--- src/ddr2_timing_pkg.sv ---
// shared constants and types for the ddr2 command timing ends
// Operation
// - precharge after read waits latency plus half burst
// - cke held three sampled edges per change
// - two clocks from write burst end to read
// - missed refresh marks data suspect until rewritten
// - mode bit picks fast or slow exit
// - exit to read two, or eight/seven minus latency
// - termination on two edges after first high
// - termination off half clock after second edge
// - clock change only in precharge power-down
// - nanosecond limits rounded up to whole cycles; refresh interval rounded down
// - autoprecharge recovery is recovery plus precharge cycles
// - activate two or three edges after exit
// - long write postamble tolerated, costs turnaround only
`default_nettype none
package ddr2_timing_pkg;

	// ==========================================================
	// types
	typedef enum logic [3:0] {
		CMD_NOP,
		CMD_ACT,
		CMD_RD,
		CMD_WR,
		CMD_WRA,
		CMD_PRE,
		CMD_REF,
		CMD_MRS,
		CMD_PDE,
		CMD_PDX
	} cmd_t;

	typedef logic [4:0] tcnt_t;
	typedef logic [9:0] rcnt_t;

	// ==========================================================
	// link and mode constants
	localparam int ADDR_W            = 14;
	localparam int MODE_SLOW_EXIT_POS = 12;
	localparam int FASTEST_GRADE     = 0;

	// ==========================================================
	// latencies in clocks
	localparam int ADDITIVE_LATENCY = 0;
	localparam int CAS_LATENCY      = 3;
	localparam int BURST_LENGTH     = 4;
	localparam int WRITE_RECOVERY   = 3;
	localparam int WRITE_LATENCY    = ADDITIVE_LATENCY + CAS_LATENCY - 1;
	localparam int CKE_HOLD_EDGES   = 3;
	localparam int WRITE_TO_READ_TURNAROUND  = 2;
	localparam int FAST_ACTIVE_PD_EXIT_DELAY = 2;
	localparam int SLOW_ACTIVE_PD_EXIT_DELAY = (FASTEST_GRADE != 0) ? 7 - ADDITIVE_LATENCY
	                                                                : 8 - ADDITIVE_LATENCY;
	localparam int POWER_DOWN_EXIT_DELAY     = (FASTEST_GRADE != 0) ? 3 : 2;
	localparam int TERMINATION_ON_LATENCY    = 2;

	// ==========================================================
	// nanosecond limits, in ps, and their cycle counts, rounded up except the refresh interval
	localparam int CLK_PERIOD_PS = 10000;
	localparam int T_RP_PS       = 15000;
	localparam int T_RAS_PS      = 45000;
	localparam int T_RTP_PS      = 7500;
	localparam int T_REFI_PS     = 7800000;
	localparam int N_RP  = (T_RP_PS + CLK_PERIOD_PS - 1) / CLK_PERIOD_PS;
	localparam int N_RAS = (T_RAS_PS + CLK_PERIOD_PS - 1) / CLK_PERIOD_PS;
	localparam int N_RTP = (T_RTP_PS + CLK_PERIOD_PS - 1) / CLK_PERIOD_PS;
	// longest interval rounds down
	localparam int N_REFI = T_REFI_PS / CLK_PERIOD_PS;

	// ==========================================================
	// counter reload values (wait of n clocks loads n-1; strobe start and burst load n)
	localparam int RD2PRE_RAW = ADDITIVE_LATENCY + BURST_LENGTH / 2;
	localparam tcnt_t LD_RD2PRE = tcnt_t'(((RD2PRE_RAW > N_RTP) ? RD2PRE_RAW : N_RTP) - 1);
	localparam tcnt_t LD_RAS    = tcnt_t'(N_RAS - 1);
	localparam tcnt_t LD_RP     = tcnt_t'(N_RP - 1);
	localparam tcnt_t LD_WR2RD  = tcnt_t'(WRITE_LATENCY + BURST_LENGTH / 2
	                                      + WRITE_TO_READ_TURNAROUND - 1);
	localparam tcnt_t LD_DAL    = tcnt_t'(WRITE_LATENCY + BURST_LENGTH / 2
	                                      + WRITE_RECOVERY + N_RP - 1);
	localparam tcnt_t LD_CKE    = tcnt_t'(CKE_HOLD_EDGES - 1);
	localparam tcnt_t LD_XARD   = tcnt_t'(FAST_ACTIVE_PD_EXIT_DELAY - 1);
	localparam tcnt_t LD_XARDS  = tcnt_t'(SLOW_ACTIVE_PD_EXIT_DELAY - 1);
	localparam tcnt_t LD_XP     = tcnt_t'(POWER_DOWN_EXIT_DELAY - 1);
	localparam tcnt_t LD_WSTART = tcnt_t'(WRITE_LATENCY);
	localparam tcnt_t LD_WBURST = tcnt_t'(BURST_LENGTH / 2);
	localparam rcnt_t LD_REFI   = rcnt_t'(N_REFI - 1);
	localparam tcnt_t CNT_ZERO  = 5'h00;
	localparam rcnt_t RCNT_ZERO = 10'h000;

endpackage
`default_nettype wire

--- src/ddr2_link_if.sv ---
// command link between controller end and dram end
`default_nettype none
interface ddr2_link_if;
	import ddr2_timing_pkg::*;

	logic              cke;
	cmd_t              cmd;
	logic [ADDR_W-1:0] addr;
	logic              odt;
	logic              dqs_drive;

	modport ctrl (
		output cke,
		output cmd,
		output addr,
		output odt,
		output dqs_drive
	);

	modport dram (
		input cke,
		input cmd,
		input addr,
		input odt,
		input dqs_drive
	);
endinterface
`default_nettype wire

--- src/ddr2_ctrl_end.sv ---
// controller end: issues commands keeping ddr2 spacing
`default_nettype none
module ddr2_ctrl_end
	import ddr2_timing_pkg::*;
(
	input  wire logic              clk_i,
	input  wire logic              reset_n_i,
	input  wire logic              req_valid_i,
	input  wire cmd_t              req_cmd_i,
	input  wire logic [ADDR_W-1:0] req_addr_i,
	output logic                   req_ready_o,
	input  wire logic              odt_req_i,
	input  wire logic              freq_change_req_i,
	output logic                   freq_change_ok_o,
	input  wire logic              rewrite_done_i,
	output logic                   data_suspect_o,
	ddr2_link_if.ctrl              link
);

	typedef enum logic [1:0] {
		ST_IDLE,
		ST_OPEN,
		ST_PD_PRE,
		ST_PD_ACT
	} state_t;

	// ==========================================================
	// state
	state_t            state_q, state_d;
	cmd_t              cmd_q, cmd_d;
	logic [ADDR_W-1:0] addr_q, addr_d;
	logic              cke_q, cke_d;
	logic              odt_q, odt_d;
	logic              slow_q, slow_d;
	tcnt_t             rd2pre_q, rd2pre_d;
	tcnt_t             ras_q, ras_d;
	tcnt_t             rp_q, rp_d;
	tcnt_t             wr2rd_q, wr2rd_d;
	tcnt_t             dal_q, dal_d;
	tcnt_t             hold_q, hold_d;
	tcnt_t             pdx_rd_q, pdx_rd_d;
	tcnt_t             pdx_any_q, pdx_any_d;
	tcnt_t             wstart_q, wstart_d;
	tcnt_t             wburst_q, wburst_d;
	rcnt_t             refi_q, refi_d;
	logic              suspect_q, suspect_d;

	logic legal;
	logic fire;

	function automatic tcnt_t dec(input tcnt_t v);
		dec = (v != CNT_ZERO) ? v - 5'h01 : CNT_ZERO;
	endfunction

	// ==========================================================
	// legality of the requested command
	always_comb begin
		legal = 1'b0;
		unique case (req_cmd_i)
			CMD_NOP: begin
				legal = 1'b1;
			end
			CMD_ACT: begin
				legal = (state_q == ST_IDLE) && pdx_any_q == CNT_ZERO
				        && dal_q == CNT_ZERO && rp_q == CNT_ZERO;
			end
			CMD_RD: begin
				legal = (state_q == ST_OPEN) && wr2rd_q == CNT_ZERO
				        && pdx_rd_q == CNT_ZERO && pdx_any_q == CNT_ZERO;
			end
			CMD_WR, CMD_WRA: begin
				legal = (state_q == ST_OPEN) && pdx_any_q == CNT_ZERO;
			end
			CMD_PRE: begin
				legal = (state_q == ST_OPEN) && rd2pre_q == CNT_ZERO
				        && ras_q == CNT_ZERO && dal_q == CNT_ZERO
				        && wr2rd_q == CNT_ZERO;
			end
			CMD_REF, CMD_MRS: begin
				legal = (state_q == ST_IDLE) && rp_q == CNT_ZERO
				        && pdx_any_q == CNT_ZERO && dal_q == CNT_ZERO;
			end
			CMD_PDE: begin
				legal = (state_q == ST_IDLE || state_q == ST_OPEN)
				        && hold_q == CNT_ZERO && wburst_q == CNT_ZERO
				        && wstart_q == CNT_ZERO;
			end
			CMD_PDX: begin
				legal = (state_q == ST_PD_PRE || state_q == ST_PD_ACT)
				        && hold_q == CNT_ZERO && !freq_change_req_i;
			end
			default: begin
				legal = 1'b0;
			end
		endcase
	end

	assign fire        = req_valid_i & legal;
	assign req_ready_o = legal;

	// ==========================================================
	// next state
	always_comb begin
		state_d   = state_q;
		cmd_d     = CMD_NOP;
		addr_d    = addr_q;
		cke_d     = cke_q;
		odt_d     = odt_req_i;
		slow_d    = slow_q;
		rd2pre_d  = dec(rd2pre_q);
		ras_d     = dec(ras_q);
		rp_d      = dec(rp_q);
		wr2rd_d   = dec(wr2rd_q);
		dal_d     = dec(dal_q);
		hold_d    = dec(hold_q);
		pdx_rd_d  = dec(pdx_rd_q);
		pdx_any_d = dec(pdx_any_q);
		wstart_d  = dec(wstart_q);
		wburst_d  = dec(wburst_q);
		// strobe burst opens when write latency expires
		if (wstart_q == 5'h01) begin
			wburst_d = LD_WBURST;
		end
		refi_d    = (refi_q != RCNT_ZERO) ? refi_q - 10'h001 : RCNT_ZERO;
		// set wins over rewrite clear
		suspect_d = (refi_q == RCNT_ZERO) | (suspect_q & ~rewrite_done_i);
		if (fire) begin
			unique case (req_cmd_i)
				CMD_NOP: begin
				end
				CMD_ACT: begin
					cmd_d   = CMD_ACT;
					addr_d  = req_addr_i;
					ras_d   = LD_RAS;
					state_d = ST_OPEN;
				end
				CMD_RD: begin
					cmd_d    = CMD_RD;
					addr_d   = req_addr_i;
					rd2pre_d = LD_RD2PRE;
				end
				CMD_WR: begin
					cmd_d    = CMD_WR;
					addr_d   = req_addr_i;
					wr2rd_d  = LD_WR2RD;
					wstart_d = LD_WSTART;
				end
				CMD_WRA: begin
					cmd_d    = CMD_WRA;
					addr_d   = req_addr_i;
					dal_d    = LD_DAL;
					wstart_d = LD_WSTART;
					state_d  = ST_IDLE;
				end
				CMD_PRE: begin
					cmd_d   = CMD_PRE;
					addr_d  = req_addr_i;
					rp_d    = LD_RP;
					state_d = ST_IDLE;
				end
				CMD_REF: begin
					cmd_d  = CMD_REF;
					refi_d = LD_REFI;
					rp_d   = LD_RP;
				end
				CMD_MRS: begin
					cmd_d  = CMD_MRS;
					addr_d = req_addr_i;
					slow_d = req_addr_i[MODE_SLOW_EXIT_POS];
				end
				CMD_PDE: begin
					cke_d   = 1'b0;
					hold_d  = LD_CKE;
					state_d = (state_q == ST_OPEN) ? ST_PD_ACT : ST_PD_PRE;
				end
				// slow or fast exit to read
				CMD_PDX: begin
					cke_d     = 1'b1;
					hold_d    = LD_CKE;
					pdx_any_d = LD_XP;
					if (state_q == ST_PD_ACT) begin
						pdx_rd_d = slow_q ? LD_XARDS : LD_XARD;
						state_d  = ST_OPEN;
					end else begin
						state_d  = ST_IDLE;
					end
				end
				default: begin
				end
			endcase
		end
	end

	always_ff @(posedge clk_i or negedge reset_n_i) begin
		if (!reset_n_i) begin
			state_q   <= ST_IDLE;
			cmd_q     <= CMD_NOP;
			addr_q    <= '0;
			cke_q     <= 1'b1;
			odt_q     <= 1'b0;
			slow_q    <= 1'b0;
			rd2pre_q  <= CNT_ZERO;
			ras_q     <= CNT_ZERO;
			rp_q      <= CNT_ZERO;
			wr2rd_q   <= CNT_ZERO;
			dal_q     <= CNT_ZERO;
			hold_q    <= LD_CKE;
			pdx_rd_q  <= CNT_ZERO;
			pdx_any_q <= CNT_ZERO;
			wstart_q  <= CNT_ZERO;
			wburst_q  <= CNT_ZERO;
			refi_q    <= LD_REFI;
			suspect_q <= 1'b0;
		end else begin
			state_q   <= state_d;
			cmd_q     <= cmd_d;
			addr_q    <= addr_d;
			cke_q     <= cke_d;
			odt_q     <= odt_d;
			slow_q    <= slow_d;
			rd2pre_q  <= rd2pre_d;
			ras_q     <= ras_d;
			rp_q      <= rp_d;
			wr2rd_q   <= wr2rd_d;
			dal_q     <= dal_d;
			hold_q    <= hold_d;
			pdx_rd_q  <= pdx_rd_d;
			pdx_any_q <= pdx_any_d;
			wstart_q  <= wstart_d;
			wburst_q  <= wburst_d;
			refi_q    <= refi_d;
			suspect_q <= suspect_d;
		end
	end

	// ==========================================================
	// outputs
	// clock change only in precharge power-down
	assign freq_change_ok_o = (state_q == ST_PD_PRE) && hold_q == CNT_ZERO;
	assign data_suspect_o   = suspect_q;
	assign link.cke         = cke_q;
	assign link.cmd         = cmd_q;
	assign link.addr        = addr_q;
	assign link.odt         = odt_q;
	// strobe stops with the burst; a longer tail would only slow turnaround
	assign link.dqs_drive   = (wburst_q != CNT_ZERO);

endmodule
`default_nettype wire

--- src/flat_wrapper.sv ---
// flat-port wrapper written by rule: the top's interface ports become plain ports
module ddr2_ctrl_end_flat import ddr2_timing_pkg::*;
  (clk_i, reset_n_i, req_valid_i, req_cmd_i, req_addr_i, req_ready_o, odt_req_i, freq_change_req_i, freq_change_ok_o, rewrite_done_i, data_suspect_o, link_cke, link_cmd, link_addr, link_odt, link_dqs_drive);
  ddr2_link_if link_i ();
  input  wire logic clk_i;
  input  wire logic reset_n_i;
  input  wire logic req_valid_i;
  input  wire cmd_t req_cmd_i;
  input  wire logic [ADDR_W-1:0] req_addr_i;
  output logic req_ready_o;
  input  wire logic odt_req_i;
  input  wire logic freq_change_req_i;
  output logic freq_change_ok_o;
  input  wire logic rewrite_done_i;
  output logic data_suspect_o;
  output wire logic [$bits(link_i.cke)-1:0] link_cke;
  output wire logic [$bits(link_i.cmd)-1:0] link_cmd;
  output wire logic [$bits(link_i.addr)-1:0] link_addr;
  output wire logic [$bits(link_i.odt)-1:0] link_odt;
  output wire logic [$bits(link_i.dqs_drive)-1:0] link_dqs_drive;
  assign link_cke = link_i.cke;
  assign link_cmd = link_i.cmd;
  assign link_addr = link_i.addr;
  assign link_odt = link_i.odt;
  assign link_dqs_drive = link_i.dqs_drive;
  ddr2_ctrl_end u_core (.clk_i(clk_i), .reset_n_i(reset_n_i), .req_valid_i(req_valid_i), .req_cmd_i(req_cmd_i), .req_addr_i(req_addr_i), .req_ready_o(req_ready_o), .odt_req_i(odt_req_i), .freq_change_req_i(freq_change_req_i), .freq_change_ok_o(freq_change_ok_o), .rewrite_done_i(rewrite_done_i), .data_suspect_o(data_suspect_o), .link(link_i));
endmodule
--- config.mk ---
export PLATFORM = sky130hd
export DESIGN_NAME = ddr2_ctrl_end_flat
export DESIGN_NICKNAME = d
export VERILOG_FILES = /design/src/ddr2_timing_pkg.sv /design/src/ddr2_link_if.sv /design/src/ddr2_ctrl_end.sv /design/src/flat_wrapper.sv
export SDC_FILE = /design/constraint.sdc
export NUM_CORES = 1
export LEC_CHECK = 0
export BUFFER_PORTS_ARGS = -buffer_cell sky130_fd_sc_hd__buf_4
export CAP_MARGIN = 10
export CELL_PAD_IN_SITES_DETAIL_PLACEMENT = 1
export CELL_PAD_IN_SITES_GLOBAL_PLACEMENT = 1
export CORE_UTILIZATION = 50
export CTS_BUF_LIST = sky130_fd_sc_hd__clkbuf_4 sky130_fd_sc_hd__clkbuf_8 sky130_fd_sc_hd__clkbuf_16
export CTS_CLUSTER_SIZE = 12
export DETAILED_ROUTE_END_ITERATION = 6
export GPL_TIMING_DRIVEN = 0
export PLACE_DENSITY_LB_ADDON = 0.1
export SLEW_MARGIN = 20
export SYNTH_ARGS = -nofsm -noshare
export SYNTH_HDL_FRONTEND = slang
export SYNTH_SLANG_ARGS = --single-unit
export TNS_END_PERCENT = 10
--- constraint.sdc ---
create_clock -name clk_i -period 3.99 [get_ports clk_i]
set_input_delay 0.1995 -clock clk_i [delete_from_list [all_inputs] [get_ports clk_i]]
set_output_delay 0.1995 -clock clk_i [all_outputs]
set_load 0.005 [all_outputs]
==> flow_summary.html <==
<table>
<tr><th>Metric</th><th>Value</th></tr>
<tr><th colspan="2">Outcome</th></tr>
<tr><td>Outcome</td><td>finished clean</td></tr>
<tr><th colspan="2">GRT</th></tr>
<tr><td>Vias in the first global route</td><td>3255</td></tr>
<tr><td>Initial antenna violation count</td><td>0</td></tr>
<tr><td>Global-route usage over all layers</td><td>23.25%</td></tr>
<tr><td>Pin count of the biggest net entering global routing</td><td>84</td></tr>
<tr><td>Wire length of the first global-routing pass</td><td>15660 µm</td></tr>
<tr><td>Grt ovf</td><td>0</td></tr>
<tr><th colspan="2">Critical path</th></tr>
<tr><td>Cell with the biggest individual delay on the critical path</td><td>nor4b_1</td></tr>
<tr><td>Critical Path Sink Type</td><td>flip-flop</td></tr>
<tr><td>Family with the most delay on the worst path</td><td>simple AND/OR/NAND/NOR gates</td></tr>
<tr><td>WS Path Type</td><td>flip-flop to flip-flop</td></tr>
<tr><td>Cells traversed along the worst timing path</td><td>inv_1 -&gt; ha_1 -&gt; nor4b_1 -&gt; nand4_1 -&gt; o22ai_1 -&gt; o41ai_4 -&gt; nor3_4 -&gt; buf_12 -&gt; mux2_4</td></tr>
<tr><td>Worst path required time</td><td>4240 ps</td></tr>
<tr><td>WP buf/inv</td><td>2</td></tr>
<tr><td>Startpoint kind of the worst setup timing path</td><td>flip-flop</td></tr>
<tr><td>Data arrival time of the worst path</td><td>3370 ps</td></tr>
<tr><td>Maximum fanout along the worst path</td><td>10</td></tr>
<tr><td>Delay of the slowest cell on the worst path</td><td>650 ps</td></tr>
<tr><th colspan="2">Hold path</th></tr>
<tr><td>Path class of the lowest-slack min-delay path</td><td>primary input to flip-flop</td></tr>
<tr><th colspan="2">Logic synthesis</th></tr>
<tr><td>Leading post-synthesis cells by cell area</td><td>dfrtp_1 45%, ha_1 6.5%, nor2_1 4.6%, dfstp_2 4.3%, nor3_1 3.9%</td></tr>
<tr><td>Cell type with the highest aggregate area in the netlist</td><td>dfrtp_1</td></tr>
<tr><td>Syn_area_per_cell</td><td>10.72 µm²</td></tr>
<tr><td>Yosys warning total</td><td>0</td></tr>
<tr><td>Sequential-to-total area share from yosys stat</td><td>49.28%</td></tr>
<tr><td>Number of enable-type register cells in the synthesized netlist</td><td>0</td></tr>
<tr><td>Count of different cell masters after synthesis</td><td>53</td></tr>
<tr><td>Synthesis-stage register bit count</td><td>83</td></tr>
<tr><td>Syn_nets</td><td>441</td></tr>
<tr><td>Async set or reset register ratio after synthesis</td><td>100.0%</td></tr>
<tr><td>Post-synthesis instance area</td><td>0.004233 mm²</td></tr>
<tr><td>Cells after synthesis</td><td>395</td></tr>
<tr><td>Fraction of synthesized cell area taken by the top area cell type</td><td>44.93%</td></tr>
<tr><td>Post-synth top flop</td><td>dfrtp_1</td></tr>
<tr><th colspan="2">Route</th></tr>
<tr><td>Detailed-routing iteration count for the pre-antenna-repair pass</td><td>4</td></tr>
<tr><td>Number of remaining DRC errors</td><td>0</td></tr>
<tr><td>Detail Route Antenna Nets</td><td>0</td></tr>
<tr><td>Total routed wirelength</td><td>9471 µm</td></tr>
<tr><td>Via density per instance</td><td>5.427</td></tr>
<tr><td>Detailed-route wire length per cell</td><td>16.79 µm</td></tr>
<tr><td>Via count</td><td>3061</td></tr>
<tr><td>Starting DRC count in detailed routing</td><td>90</td></tr>
<tr><th colspan="2">CTS</th></tr>
<tr><td>Root buf cell</td><td>clkbuf_8</td></tr>
<tr><td>Number of buffers created by CTS</td><td>9</td></tr>
<tr><td>Worst-skew pair later-pin latency</td><td>360 ps</td></tr>
<tr><td>Number of gates resized after CTS</td><td>0</td></tr>
<tr><td>CTS HTree Levels</td><td>3</td></tr>
<tr><td>Clock slew at reported path FFs</td><td>90 ps</td></tr>
<tr><td>Count of buffers added by post-CTS timing repair for setup</td><td>0</td></tr>
<tr><td>Quantity of hold-fixing buffers added after cts</td><td>2</td></tr>
<tr><td>CTS tree</td><td>done</td></tr>
<tr><td>Clock Sinks</td><td>83</td></tr>
<tr><td>Maximum clock path buffer count</td><td>2</td></tr>
<tr><th colspan="2">Cells and area</th></tr>
<tr><td>Number of nets in the final layout</td><td>501</td></tr>
<tr><td>Synthesis-to-layout area growth</td><td>17.59%</td></tr>
<tr><td>Ratio of cells with drive above 1 in the final layout</td><td>22.66%</td></tr>
<tr><td>Final cell count without fillers</td><td>564</td></tr>
<tr><td>Antenna Cells</td><td>0</td></tr>
<tr><td>Final core utilization</td><td>60.58%</td></tr>
<tr><th colspan="2">STA</th></tr>
<tr><td>Final critical-path required period</td><td>3126 ps</td></tr>
<tr><td>Maximum frequency from static timing analysis</td><td>319.9 MHz</td></tr>
<tr><td>Relative max-transition margin</td><td>47.02%</td></tr>
<tr><td>Final period util</td><td>78.35%</td></tr>
<tr><td>Number of endpoints failing setup at the final stage</td><td>0</td></tr>
<tr><td>Clk_skew</td><td>8.998 ps</td></tr>
<tr><td>Worst Hold Margin</td><td>64.18 ps</td></tr>
<tr><td>Count of final max-slew check failures</td><td>0</td></tr>
<tr><td>Setup TNS</td><td>0 ps</td></tr>
<tr><td>RSZ-0062 raised after global routing</td><td>no</td></tr>
<tr><td>Actual transition at the worst max-transition pin</td><td>783.7 ps</td></tr>
<tr><td>Hold violation total from the final report</td><td>0</td></tr>
<tr><th colspan="2">Place</th></tr>
<tr><td>Post-placement cell count</td><td>546</td></tr>
<tr><td>Total of buffers placed on input and output ports</td><td>46</td></tr>
<tr><td>Post-DP HPWL</td><td>6784 µm</td></tr>
<tr><td>Placer's final routability congestion estimate</td><td>0.7893</td></tr>
<tr><th colspan="2">Power and ir drop</th></tr>
<tr><td>Static Leak</td><td>2.267 nW</td></tr>
<tr><td>Maximum resistive drop on vdd</td><td>0.3361 mV</td></tr>
<tr><td>Total power density per cell area</td><td>713.8 mW/mm²</td></tr>
<tr><th colspan="2">Floorplan</th></tr>
<tr><td>Std cell rows</td><td>33</td></tr>
<tr><td>Area of the placeable core</td><td>0.008217 mm²</td></tr>
<tr><td>Initial core utilization</td><td>51.52%</td></tr>
<tr><td>Chip width</td><td>94.01 µm</td></tr>
<tr><td>Die area</td><td>0.008838 mm²</td></tr>
<tr><td>Die height</td><td>94.01 µm</td></tr>
<tr><td>Boundary pin count</td><td>48</td></tr>
<tr><th colspan="2">Job</th></tr>
<tr><td>Max Cap Violations</td><td>0</td></tr>
</table>
-- routing by layer --
metal | vias up | GRT usage [%] | share of wire (%)
met5 | - | 0 | 0
met4 | 0 | 6.154 | 0.77
met3 | 6 | 4.612 | 2.2
met1 | 1537 | 28.28 | 44
li1 | 1481 | - | -
met2 | 37 | 41.79 | 53
-- worst register-to-register path: stages, from the launching register on --
cell     delay [ps]
dfrtp_1         420
inv_1           110
ha_1            210
nor4b_1         650
nand4_1         240
o22ai_1         310
o41ai_4         180
nor3_4          390
buf_12          210
mux2_4          310
-- area by class of cell --
type                            count  area (µm²)
Inverter                           27       101.3
Sequential cell                    83        2086
Fill cell                         899        3239
Tap cell                          105       131.4
Timing Repair Buffer               49       379.1
Buffer                             10       66.31
Multi-Input combinational cell    275        1979
Clock buffer                       10       131.4
Clock inverter                      5       102.6
-- synthesized netlist by cell type (8+ instances only) --
cell     instances
xnor2_1         18
mux2_4          10
inv_1           27
ha_1            22
nor3_1          33
nor2_1          52
nor4b_1          8
nand2_1         23
a21oi_1         12
o21ai_0         10
dfrtp_1         76
-- cell families after synthesis --
family	count (synthesis)	share of synthesized area (%)
other	1	0.08859
muxes	19	5.882
adders and majority gates	22	6.503
AOI/OAI and AO/OA	45	7.656
buffers and inverters	37	3.961
and+or+nand+nor	163	21.46
DFF	83	49.28
xor gates and xnor gates	25	5.173
-- placed cells by master, fill, tap and decap left out, types with 4 or more instances in the layout --
| master | netlist | final |
|---|---|---|
| mux2_2 | 7 | 7 |
| nand2b_1 | 7 | 7 |
| mux2_4 | 10 | 10 |
| ha_1 | 22 | 22 |
| nand3_1 | 5 | 5 |
| buf_2 | 4 | 4 |
| xnor2_1 | 18 | 18 |
| o21ai_0 | 10 | 10 |
| o21bai_1 | 5 | 5 |
| nor3_1 | 33 | 33 |
| buf_4 | 2 | 47 |
| or3_1 | 7 | 7 |
| nor4b_1 | 8 | 8 |
| dfstp_2 | 7 | 7 |
| nor2_1 | 52 | 52 |
| dfrtp_1 | 76 | 76 |
| xor2_1 | 7 | 7 |
| nand2_1 | 23 | 23 |
| clkbuf_8 | 0 | 9 |
| inv_1 | 27 | 27 |
| a21oi_1 | 12 | 12 |
-- registers in the layout, indices dropped and copies added (netlist names) --
register               flops
u_core.data_suspect_o      1
u_core.link.addr          14
u_core.pdx_any_q           5
u_core.slow_q              1
u_core.refi_q             10
u_core.state_q             2
u_core.link.cke            1
u_core.rd2pre_q            5
u_core.dal_q               5
u_core.wr2rd_q             5
u_core.wstart_q            5
u_core.pdx_rd_q            5
u_core.rp_q                5
u_core.link.odt            1
u_core.wburst_q            5
u_core.ras_q               5
u_core.hold_q              5
u_core.link.cmd            3
-- where the power goes --
part	internal, mW	switching [mW]
Sequential	1.22	0.325
Combinational	0.644	0.642
Clock	0.418	0.305
-- through the flow --
step / cell area (µm²) / total power [mW] / setup WS (ps)
2_1_floorplan: 4233 / 2.438 / 1479
3_3_place_gp: 4710 / 2.712 / 993.7
3_5_place_dp: 4710 / 2.845 / 879.5
4_1_cts: 4964 / 3.599 / 902.5
5_1_grt: 4977 / 3.842 / 702.1
6_report: 4977 / 3.553 / 863.8
-- worst paths after layout --
check                                    from                    to  slack [ps]  cells past startpoint
max                        u_core.wstart_q[0]  u_core.link.addr[11]         860                      9
min                             req_addr_i[9]   u_core.link.addr[9]          60                      2
max reg2reg                u_core.wstart_q[0]  u_core.link.addr[11]         860                      9
min reg2reg                u_core.wburst_q[0]    u_core.wburst_q[0]         460                      1
max in group asynchronous           reset_n_i       u_core.dal_q[4]        3030                      2
min in group asynchronous           reset_n_i    u_core.rd2pre_q[4]         450                      2
(Power assumes the default switching activity.)
